===== config.mk =====
export PLATFORM = sky130hd
export DESIGN_NAME = rtdrd_top
export DESIGN_NICKNAME = d
export VERILOG_FILES = /design/src/include/rtdrd_pkg.sv /design/src/logic/rtdrd_sync.sv /design/src/logic/rtdrd_conv.sv /design/src/logic/rtdrd_top.sv
export VERILOG_INCLUDE_DIRS = /design/src /design/src/include
export SDC_FILE = /design/constraint.sdc
export NUM_CORES = 1
export LEC_CHECK = 0
export BUFFER_PORTS_ARGS = -buffer_cell sky130_fd_sc_hd__clkbuf_2
export CAP_MARGIN = 30
export CORE_ASPECT_RATIO = 2
export CORE_MARGIN = 1
export CORE_UTILIZATION = 34
export CTS_CLUSTER_DIAMETER = 30
export CTS_CLUSTER_SIZE = 25
export DETAILED_ROUTE_END_ITERATION = 7
export SKIP_CTS_REPAIR_TIMING = 1
export SLEW_MARGIN = 40
export SYNTH_ARGS = -nofsm -noshare
export SYNTH_HDL_FRONTEND = slang
export SYNTH_SLANG_ARGS = --single-unit

===== constraint.sdc =====
create_clock -name clk_sys_i -period 1.9 [get_ports clk_sys_i]
set_input_delay 0.285 -clock clk_sys_i [delete_from_list [all_inputs] [get_ports clk_sys_i]]
set_output_delay 0.285 -clock clk_sys_i [all_outputs]
set_load 0.01 [all_outputs]

===== src/include/rtdrd_regs.svh =====
// Constants of the temperature-input bus slave: offsets, field positions, timing.
// Assumes inclusion by its bare name from the package, compiled ahead of the design modules.
`ifndef RTDRD_REGS_SVH
`define RTDRD_REGS_SVH

// ----------------------------------------------------------------------------
// Address decode
// ----------------------------------------------------------------------------
`define RTDRD_FIXED_HI        3'h7      // Address bits 15..13 are always one
`define RTDRD_STRAP_LSB       8         // Strap field drives bits 12..8
`define RTDRD_CH_LSB          3         // Channel number on bits 4..3
`define RTDRD_MOD_BIT         2         // Module select bit
`define RTDRD_MOD0_SEL        3'h0      // Pattern for the first module
`define RTDRD_MOD1_SEL        3'h4      // Pattern for the second module
`define RTDRD_VALUE_M0C1      16'he800  // First channel of first module at default straps
`define RTDRD_VALUE_M1C1      16'he804
`define RTDRD_VALUE_M0C2      16'he808
`define RTDRD_VALUE_M1C2      16'he80c
`define RTDRD_VALUE_M0C3      16'he810
`define RTDRD_VALUE_M1C3      16'he814
`define RTDRD_VALUE_M0C4      16'he818
`define RTDRD_VALUE_M1C4      16'he81c

// ----------------------------------------------------------------------------
// Data word layout and timing
// ----------------------------------------------------------------------------
`define RTDRD_CODE_LSB        3         // Code sits in bits 14..3
`define RTDRD_CODE_MAX        12'hfff   // Full scale, 7ff8 in the word
`define RTDRD_CONV_NS         40000     // Per-channel conversion time
`define RTDRD_CLK_NS          40        // System clock period
`define RTDRD_CONV_CYC        ((`RTDRD_CONV_NS / `RTDRD_CLK_NS) - 1)

`endif


===== src/include/rtdrd_pkg.sv =====
// Types shared by the temperature-input bus slave modules.
// Assumes the constants header is on the include path.
`include "rtdrd_regs.svh"
package rtdrd_pkg;
  typedef enum logic [1:0] {
    RTDRD_IDLE = 2'b00,
    RTDRD_CONV = 2'b01,
    RTDRD_DONE = 2'b10
  } rtdrd_conv_type;
  typedef logic [11:0] rtdrd_code_type;
endpackage


===== src/logic/rtdrd_sync.sv =====
// Three-stage input synchroniser; a change counts once stages two and three agree.
// Assumes the input is asynchronous to clk_sys_i.
`timescale 1ns/10ps
module rtdrd_sync #(
  parameter int W = 1
) (
  input  wire logic         clk_sys_i,
  input  wire logic         rst_i,
  input  wire logic [W-1:0] async_i,
  output logic      [W-1:0] sync_o
);
  logic [W-1:0] s1;
  logic [W-1:0] s2;
  logic [W-1:0] s3;
  // ----------------------------------------------------------------------------
  // Shift chain; stage one feeds only stage two
  // ----------------------------------------------------------------------------
  always_ff @(posedge clk_sys_i) begin
    if (rst_i) begin
      s1     <= '0;
      s2     <= '0;
      s3     <= '0;
      sync_o <= '0;
    end else begin
      s1 <= async_i;
      s2 <= s1;
      s3 <= s2;
      for (int i = 0; i < W; i++) begin
        if (s2[i] == s3[i]) begin
          sync_o[i] <= s3[i];
        end
      end
    end
  end
endmodule


===== src/logic/rtdrd_conv.sv =====
// Per-module conversion sequencer: walks four channels, one slot per channel.
// Assumes the converter result arrives synchronised with a done pulse.
`timescale 1ns/10ps
module rtdrd_conv
  import rtdrd_pkg::*;
#(
  parameter int NCH    = 4,
  parameter int CYC    = `RTDRD_CONV_CYC
) (
  input  wire logic                     clk_sys_i,
  input  wire logic                     rst_i,
  input  wire logic                     adc_done_i,
  input  wire rtdrd_code_type           adc_code_i,
  output logic      [$clog2(NCH)-1:0]   adc_chan_o,
  output logic                          adc_start_o,
  output rtdrd_code_type                value_o [NCH]
);
  rtdrd_conv_type state;
  logic [15:0]    slot;
  wire            slot_end = (slot == 16'(CYC));
  // ----------------------------------------------------------------------------
  // One channel per slot of 40 us, four slots per full pass
  // ----------------------------------------------------------------------------
  always_ff @(posedge clk_sys_i) begin
    if (rst_i) begin
      state       <= RTDRD_IDLE;
      slot        <= 16'h0000;
      adc_chan_o  <= '0;
      adc_start_o <= 1'b0;
      for (int i = 0; i < NCH; i++) value_o[i] <= 12'h000;
    end else begin
      adc_start_o <= 1'b0;
      slot        <= slot_end ? 16'h0000 : slot + 16'h0001;
      unique case (state)
        RTDRD_IDLE: begin
          adc_start_o <= 1'b1;
          state       <= RTDRD_CONV;
        end
        RTDRD_CONV: begin
          if (adc_done_i) begin
            value_o[adc_chan_o] <= adc_code_i; // Result must land inside its slot
            state               <= RTDRD_DONE;
          end
        end
        RTDRD_DONE: ;
        default: state <= RTDRD_IDLE;
      endcase
      if (slot_end) begin
        adc_chan_o <= adc_chan_o + 1'b1; // Wraps after the last channel
        state      <= RTDRD_IDLE;
      end
    end
  end
endmodule


===== src/logic/rtdrd_top.sv =====
// Read-only backplane slave for a carrier with two four-channel temperature modules.
// Assumes backplane address, strobe and straps are asynchronous pins.
`timescale 1ns/10ps
// Contract
// - Passive slave: never starts transfers, answers reads only.
// - Addressed channel's converted value is returned as one data word.
// - Address bits 15..13 must be one to select the unit.
// - Bits 12..8 compare to straps; fitted strap is zero, open is one.
// - Channels one to four sit at base plus 0, 8, 10h, 18h.
// - Second module channels lie four above the first module's.
// - Bits 2..0: 000 selects module one, 100 module two.
// - Unit base anywhere from E000h to FF00h in 256-byte steps.
// - Word: bit 15 zero, code in 14..3, bits 2..0 zero.
// - Code linear over -50..150 C, 0000h to 7FF8h.
// - Each conversion under 40 us; a four-channel pass 160 us.
// - Four channels per module, eight with two modules.
module rtdrd_top
  import rtdrd_pkg::*;
#(
  parameter int NMOD = 2,
  parameter int NCH  = 4
) (
  input  wire logic                   clk_sys_i,
  input  wire logic                   rst_i,
  input  wire logic [15:0]            bus_addr_i,
  input  wire logic                   bus_read_n_i,
  input  wire logic [4:0]             unit_address_strap_field_i,
  input  wire logic [NMOD-1:0]        adc_done_i,
  input  wire logic [NMOD*12-1:0]     adc_code_i,
  output logic      [NMOD-1:0]        adc_start_o,
  output logic      [NMOD*2-1:0]      adc_chan_o,
  output logic      [15:0]            bus_data_o,
  output logic                        bus_data_oe_o,
  output logic                        bus_ack_o
);
  // ----------------------------------------------------------------------------
  // Pin synchronisation
  // ----------------------------------------------------------------------------
  logic [15:0] addr_s;
  logic        rd_n_s;
  logic [4:0]  strap_s;
  rtdrd_sync #(.W(22)) u_sync (
    .clk_sys_i (clk_sys_i),
    .rst_i     (rst_i),
    .async_i   ({bus_addr_i, bus_read_n_i, unit_address_strap_field_i}),
    .sync_o    ({addr_s, rd_n_s, strap_s})
  );

  // ----------------------------------------------------------------------------
  // Converters, one sequencer per module
  // ----------------------------------------------------------------------------
  rtdrd_code_type vals [NMOD][NCH];
  logic [NMOD-1:0] start_w;
  logic [NMOD*2-1:0] chan_w;
  generate
    for (genvar m = 0; m < NMOD; m++) begin : g_mod
      rtdrd_conv #(.NCH(NCH)) u_conv (
        .clk_sys_i   (clk_sys_i),
        .rst_i       (rst_i),
        .adc_done_i  (adc_done_i[m]),
        .adc_code_i  (adc_code_i[m*12 +: 12]),
        .adc_chan_o  (chan_w[m*2 +: 2]),
        .adc_start_o (start_w[m]),
        .value_o     (vals[m])
      );
    end
  endgenerate

  // ----------------------------------------------------------------------------
  // Address decode
  // ----------------------------------------------------------------------------
  // Open strap reads one, fitted strap zero, so straps are the address bits
  function automatic logic unit_hit(input logic [15:0] a, input logic [4:0] s);
    unit_hit = (a[15:13] == `RTDRD_FIXED_HI) && (a[12:8] == s);
  endfunction
  wire       hit_unit = unit_hit(addr_s, strap_s);
  wire       ch_ok    = (addr_s[7:5] == 3'h0);                   // only four channels
  wire [2:0] mod_bits = addr_s[2:0];
  wire       mod_ok   = (mod_bits == `RTDRD_MOD0_SEL) || (mod_bits == `RTDRD_MOD1_SEL);
  wire       mod_sel  = addr_s[`RTDRD_MOD_BIT];
  wire [1:0] ch_sel   = addr_s[`RTDRD_CH_LSB +: 2];
  wire       sel      = hit_unit && ch_ok && mod_ok && !rd_n_s;
  wire [11:0] code_w  = vals[mod_sel][ch_sel];
  wire [15:0] word_w  = {1'b0, code_w, 3'h0};

  // ----------------------------------------------------------------------------
  // Read answer; no write path exists at all
  // ----------------------------------------------------------------------------
  always_ff @(posedge clk_sys_i) begin
    if (rst_i) begin
      bus_data_o    <= 16'h0000;
      bus_data_oe_o <= 1'b0;
      bus_ack_o     <= 1'b0;
      adc_start_o   <= '0;
      adc_chan_o    <= '0;
    end else begin
      bus_data_o    <= sel ? word_w : 16'h0000;
      bus_data_oe_o <= sel;
      bus_ack_o     <= sel;
      adc_start_o   <= start_w;
      adc_chan_o    <= chan_w;
    end
  end

  // ----------------------------------------------------------------------------
  // Checks
  // ----------------------------------------------------------------------------
  property p_undriven_miss;
    @(posedge clk_sys_i) disable iff (rst_i) !sel |=> !bus_data_oe_o;
  endproperty
  a_undriven_miss: assert property (p_undriven_miss) else $error("data driven on miss");
  property p_hi_bits;
    @(posedge clk_sys_i) disable iff (rst_i) bus_data_oe_o |-> $past(addr_s[15:13]) == 3'h7;
  endproperty
  a_hi_bits: assert property (p_hi_bits) else $error("high bits not all one");
  property p_strap;
    @(posedge clk_sys_i) disable iff (rst_i) bus_data_oe_o |-> $past(addr_s[12:8]) == $past(strap_s);
  endproperty
  a_strap: assert property (p_strap) else $error("strap mismatch answered");
  property p_word_fmt;
    @(posedge clk_sys_i) disable iff (rst_i) bus_data_oe_o |-> !bus_data_o[15] && bus_data_o[2:0] == 3'h0;
  endproperty
  a_word_fmt: assert property (p_word_fmt) else $error("word layout wrong");
  property p_mod_sel;
    @(posedge clk_sys_i) disable iff (rst_i) bus_data_oe_o |-> $past(addr_s[1:0]) == 2'h0;
  endproperty
  a_mod_sel: assert property (p_mod_sel) else $error("bad module select answered");
  property p_value;
    @(posedge clk_sys_i) disable iff (rst_i) sel |=> bus_data_o[14:3] == $past(code_w);
  endproperty
  a_value: assert property (p_value) else $error("wrong channel value");
  property p_read_only;
    @(posedge clk_sys_i) disable iff (rst_i) rd_n_s |=> !bus_ack_o;
  endproperty
  a_read_only: assert property (p_read_only) else $error("answered non-read");
  property p_chan_range;
    @(posedge clk_sys_i) disable iff (rst_i) bus_data_oe_o |-> $past(addr_s[7:5]) == 3'h0;
  endproperty
  a_chan_range: assert property (p_chan_range) else $error("channel offset out of range");
endmodule


==> run metrics, run 1 <==
CORE AREA 25860 sq um; Simple-Gate Fraction of Synth Area 21.33%; Hold Crit Endpoint g_mod[1].u_conv.value_o[33]; DIE AREA 27140 sq um; Final HPWL DP 14480 um; initial core utilization 34.78%; Final #Nets 1130; fin crit share 92.61%; crit path DAT 2.23 ns; wire length per cell 14.54 um; pwr dens 1014 nW/um^2; worst rel slew slack 54.61%; htree depth 1; Fin. Hold Viols 0; Post-synth top flop dfxtp_1; antenna viol nets, final 0; share of cells above drive strength 1 15.86%; final setup vio count 0; Ys Warns 0; CTS tree done; TNS Setup 0 ns; most crowded layer after global routing met2; utilization after layout 42.89%; fin crit period 1.760 ns; clock root cell clkbuf_16; Area Overhead vs Synth 23.35%; met2 Use GR 31.29%; # clock sinks 245; required time of the critical path 2.37 ns; Clock Skew 0.06034 ns; die width 117.0 um; vias per cell 4.658; Pre-antenna DRT Iters 4; maximum clock rate 568.3 MHz; synthesized area 8992 sq um; Synth top area share 54.54%; clock slew at reported path FFs 0.07 ns; EDFF count, synth 0; DIE HEIGHT 232.0 um; reg2reg start g_mod[0].u_conv.slot[10]; WHS Path Cells 3; total global-route track usage 15.84%; clock latency on the worst-skew pair 0.58 ns; vias in the first global route 6541; Synth Instances 967; GR met3 Demand/Resource 2.871%; Port Buffers 69; Synth Area in Adders 1.391%; endpoint class of the critical path register; Compound-Gate Fraction of Synth Area 8.682%; R2R Setup Slk 0.14 ns; I/O Pins 74; CTS Buf Count 28; via count 6670; r2r worst-path depth 5; Seq/Total Area, Yosys 54.54%; post-synthesis xor/xnor area fraction 3.019%; hold crit path type in2reg; total grt overflow 0; final instance area 11090 sq um; initial antenna violation count 0; drt drc 0; crit path kind reg2reg; largest family of logic cells by synthesized area simple AND/OR/NAND/NOR gates; Cell variety after synth 42; synthesized area per cell 9.299 sq um; setup slack at placement 0.08200 ns; asr flop ratio synth 0%; transition time of the tightest slew-check pin 0.6791 ns; Placed Area 9754 sq um; hold_sp adc_code_i[21]; synth top area cells dfxtp_1, nand2_1, a21oi_1; pins over their slew limit 0; pin count of the biggest net entering global routing 73; met1 global-route usage 14.81%; Leak 0.003981 uW; RR Endpoint g_mod[0].u_conv.slot[15]; gp weighted congestion 0.7754; outcome complete, no violations; RSZ-0062 raised after global routing false; final worst slack 0.1404 ns; multiplexer area fraction after synthesis 7.458%; max_cap viols 0; peak supply drop 0.7527 mV; row cnt 83; maximum fanout along the worst path 10; drt initial violations 322; Critical Path Source Type register; Yosys reg bits 245; post-synth top area cell dfxtp_1; WL final 20820 um; first-pass GRT wire length 32880 um; clk buf depth 3; Power Total 11250 uW; fillcell total 2494
==> synth_stat cells, types with 4 or more instances <==
| library cell | number |
|---|---|
| a21oi_1 | 124 |
| and2_1 | 8 |
| buf_1 | 5 |
| buf_2 | 4 |
| buf_4 | 5 |
| clkbuf_1 | 43 |
| dfxtp_1 | 245 |
| ha_1 | 10 |
| inv_1 | 13 |
| mux2i_1 | 13 |
| mux4_2 | 24 |
| nand2_1 | 233 |
| nand3_1 | 9 |
| nand4_1 | 8 |
| nor2_1 | 53 |
| nor2b_1 | 68 |
| nor3_1 | 12 |
| nor4_1 | 7 |
| o21ai_0 | 24 |
| xnor2_1 | 19 |
| xor2_1 | 12 |
==> cells by family (layout without fill, tap and decap cells) <==
kind of cell | Yosys count | in the layout
other cells | 1 | 5
compound gates | 153 | 153
buf+inv | 72 | 193
mux | 37 | 37
fa+ha+maj | 10 | 10
simple gates | 418 | 418
xor+xnor | 31 | 31
flops | 245 | 245
==> worst max-delay path, stage by stage, from the launching register on <==
cell and delay (ns):
dfxtp_1 0.33, or4_1 0.58, nor4_4 0.32, or2_1 0.17
buf_4 0.18, a21oi_1 0.06
==> state kept, by name, indices dropped and copies added, names as in the netlist <==
name / cells
u_sync.s3: 22
u_sync.sync_o: 22
g_mod.u_conv.state: 4
bus_ack_o: 1
bus_data_o: 12
adc_start_o: 2
u_sync.s1: 22
g_mod.u_conv.value_o: 96
g_mod.u_conv.adc_chan_o: 4
g_mod.u_conv.slot: 32
g_mod.u_conv.adc_start_o: 2
adc_chan_o: 4
u_sync.s2: 22
==> power by group <==
group	internal, uW	total (uW)	switching (uW)
Sequential	5240	5290	49.6
Clock	3260	5520	2260
Combinational	199	433	234
==> how the worst max path moves through the flow <==
stage / startpoint / end / slack (ns)
4_1_cts: g_mod[0].u_conv.slot[3] / g_mod[0].u_conv.slot[4] / 0.07
6_report: g_mod[0].u_conv.slot[10] / g_mod[0].u_conv.slot[15] / 0.14
3_5_place_dp: g_mod[0].u_conv.slot[3] / g_mod[0].u_conv.slot[15] / 0.08
3_3_place_gp: g_mod[0].u_conv.slot[3] / g_mod[0].u_conv.slot[7] / 0.13
2_1_floorplan: g_mod[0].u_conv.slot[3] / g_mod[0].u_conv.slot[10] / 0.14
5_1_grt: g_mod[1].u_conv.slot[0] / g_mod[1].u_conv.slot[6] / 0.01
==> layout make-up <==
type	count	area (sq um)	share of cell area (%)
antenna	1	2.502	0.02256
clock buffer	33	739.5	6.667
clock inverter	18	235.2	2.121
inverter	13	48.80	0.4399
multi-input combinational	653	3781	34.09
sequential	245	4905	44.22
tap	340	425.4	3.835
timing repair buffer	129	954.7	8.607
==> metrics by stage <==
stage | hold slack, ns | instances
after detailed placement | 0.4231 | 1344
after global placement | 0.4176 | 1344
after floorplan | 0.3843 | 970
after CTS | -0.1206 | 1395
after global routing | 0.003059 | 1431
final | 0.006403 | 1432
==> per-layer routing <==
layer  vias up  share of wire (%)
met5         -                  0
met4         0                4.1
met3        55                3.9
met2       118                 56
met1      3098                 36
li1       3399                  -
==> cell usage in the layout, fill, tap and decap left out, types with 4 or more instances in the layout <==
cell type / count
buf_12: 5
nor2_1: 53
a21oi_1: 124
nor2b_1: 68
mux4_2: 24
and2_1: 8
inv_6: 4
clkbuf_2: 68
clkinv_2: 4
xor2_1: 12
ha_1: 10
nand4_1: 8
conb_1: 4
nor4_1: 7
nand2_1: 233
o21ai_0: 24
dlygate4sd3_1: 36
nand3_1: 9
clkbuf_16: 28
mux2i_1: 13
inv_1: 13
xnor2_1: 19
nor3_1: 12
dfxtp_1: 245
buf_4: 19
No activity file was read; power rests on OpenSTA's default activity.
==> inputs of run 2 (changes only) <==
Settings changed: ABC_AREA set to 1.
==> run metrics, run 2 <==
pwr dens 1028 nW/um^2; asr flop ratio synth 0%; RSZ-0062 raised after global routing false; fin crit share 88.81%; initial antenna violation count 1; CTS tree done; vias in the first global route 8145; Yosys reg bits 245; Seq pwr share 43.9%; Area Overhead vs Synth 20.34%; vias per cell 4.637; share of cells above drive strength 1 11.30%; # clock sinks 245; clock root cell clkbuf_16; wire length per cell 14.00 um; Synth top area share 50.19%; Seq/Total Area, Yosys 50.19%; worst rel slew slack 52.39%; Final HPWL DP 17730 um; transition time of the tightest slew-check pin 0.7124 ns; DIE HEIGHT 241.8 um; synthesized area per cell 7.321 sq um; drt drc 0; Final #Nets 1478; total global-route track usage 17.64%; n_diodes 0; crit path DAT 2.12 ns; peak supply drop 0.7553 mV; Min Hold Slack 0.05219 ns; hold crit path type in2reg; Reg with most FFs g_mod.u_conv.value_o; post-synth top area cell dfxtp_1; final setup vio count 0; synthesized area 9773 sq um; Comb power frac 4.4%; max_cap viols 0; clock latency on the worst-skew pair 0.56 ns; Ys Warns 0; Port Buffers 69; commonest non-fill, non-tap cell in the layout nand2_1; required time of the critical path 2.34 ns; WHS Path Cells 3; drt initial violations 372; DIE AREA 29470 sq um; first-pass GRT wire length 40570 um; synth top area cells dfxtp_1, nand2_1, inv_1; Critical Path Source Type register; Power Total 12090 uW; outcome complete, no violations; Fin. Hold Viols 0; Placed Instances 1719; maximum clock rate 592.6 MHz; final instance area 11760 sq um; I/O Pins 74; htree depth 1; TNS Setup 0 ns; Pre-antenna DRT Iters 4; WL final 25160 um; initial core utilization 34.66%; CORE AREA 28190 sq um; pin count of the biggest net entering global routing 83; commonest non-fill, non-tap cells in the layout nand2_1, dfxtp_1, inv_1; Post-synth top cells nand2_1, dfxtp_1, inv_1, nor2_1, a21oi_1; antenna viol nets, final 0; Clock Skew 0.01847 ns; crit path kind reg2reg; endpoint class of the critical path register; pins over their slew limit 0; Synth Instances 1335; total grt overflow 0; most numerous cell in the Yosys netlist nand2_1; gp weighted congestion 0.8485; Cell variety after synth 28; die width 121.9 um; Final Instance Count excl. Fillers 1798; row cnt 87; sw power 2733 uW; clk buf depth 3; maximum fanout along the worst path 19; clock slew at reported path FFs 0.06 ns; fin crit period 1.687 ns; max reg flops 96; fillcell total 2876; EDFF count, synth 0; via count 8338; top flop regs g_mod.u_conv.value_o: 96 flops, g_mod.u_conv.slot: 32 flops; Placed Area 10430 sq um; Int Pwr 9354 uW; Net Sw Frac 22.61%; Leak 0.005170 uW; CTS Buf Count 31; Post-synth top flop dfxtp_1; clock network power share 51.7%; r2r worst-path depth 5
run 2: cell count changes after synthesis, moves of 10 or more:
| cell | previous run | this run |
|---|---|---|
| a21oi_1 | 124 | 134 |
| buf_2 | 4 | 34 |
| clkbuf_1 | 43 | 15 |
| inv_1 | 13 | 221 |
| mux2i_1 | 13 | 0 |
| mux4_2 | 24 | 0 |
| nand2_1 | 233 | 258 |
| nand3_1 | 9 | 72 |
| nor2_1 | 53 | 164 |
| nor2b_1 | 68 | 0 |
| o21ai_0 | 24 | 92 |
| o21ai_1 | 0 | 23 |
| xnor2_1 | 19 | 5 |
run 2: path summary, 6_finish.rpt:
kind | end | startpoint | slack [ns]
worst max-delay path | g_mod[1].u_conv.value_o[39] | g_mod[1].u_conv.adc_chan_o[0] | 0.21
worst min-delay path | g_mod[0].u_conv.value_o[32] | adc_code_i[8] | 0.05
worst max register to register | g_mod[1].u_conv.value_o[39] | g_mod[1].u_conv.adc_chan_o[0] | 0.21
worst min register to register | u_sync.s2[15] | u_sync.s1[15] | 0.40
run 2: final cells by class:
cell class | instances | area (sq um) | area share, %
Multi-Input combinational cell | 802 | 3666 | 31.17
Clock inverter | 19 | 259.0 | 2.202
Timing Repair Buffer | 111 | 782.0 | 6.649
Clock buffer | 38 | 852.1 | 7.245
Sequential cell | 245 | 4905 | 41.70
Tap cell | 356 | 445.4 | 3.787
Inverter | 227 | 852.1 | 7.245
run 2: per-stage QoR:
| stage | worst slack, ns | util, % |
|---|---|---|
| after global placement | 0.1617 | 36.98 |
| after CTS | 0.1785 | 40.92 |
| after global routing | 0.05015 | 41.72 |
| after floorplan | 0.6314 | - |
| after detailed placement | 0.1907 | 36.98 |
| final | 0.2126 | 41.72 |
run 2: cell families (layout without fill, tap and decap cells):
logic type	after synthesis	in the layout	share of synthesized area [%]
simple gates	521	521	21.83
other cells	1	4	0.03837
compound gates	258	258	13.44
xor+xnor	9	9	0.8065
flops	245	245	50.19
fa+ha+maj	10	10	1.280
buf+inv	291	395	12.42
run 2: metal layers:
| layer | track usage, % | up-vias | wire length, um |
|---|---|---|---|
| met1 | 17.22 | 3784 | 8834 |
| met3 | 2.547 | 79 | 1161 |
| met2 | 33.42 | 189 | 13750 |
| li1 | - | 4284 | - |
| met4 | 11.11 | 2 | 1403 |
| met5 | 0 | - | 13 |
run 2: power by group through the flow:
stage                     clock [uW]  combinational (uW)  sequential (uW)
after floorplan                    0                 311             5410
after detailed placement           0                 497             5420
final                           6250                 526             5310
after global placement             0                 490             5420
after CTS                       6390                 499             5310
after global routing            6620                 598             5320
run 2: worst max-delay path, stage by stage (launching register included):
cell,delay (ns)
dfxtp_1,0.41
inv_1,0.11
ha_1,0.20
nand2_1,0.52
buf_4,0.25
a21oi_1,0.06
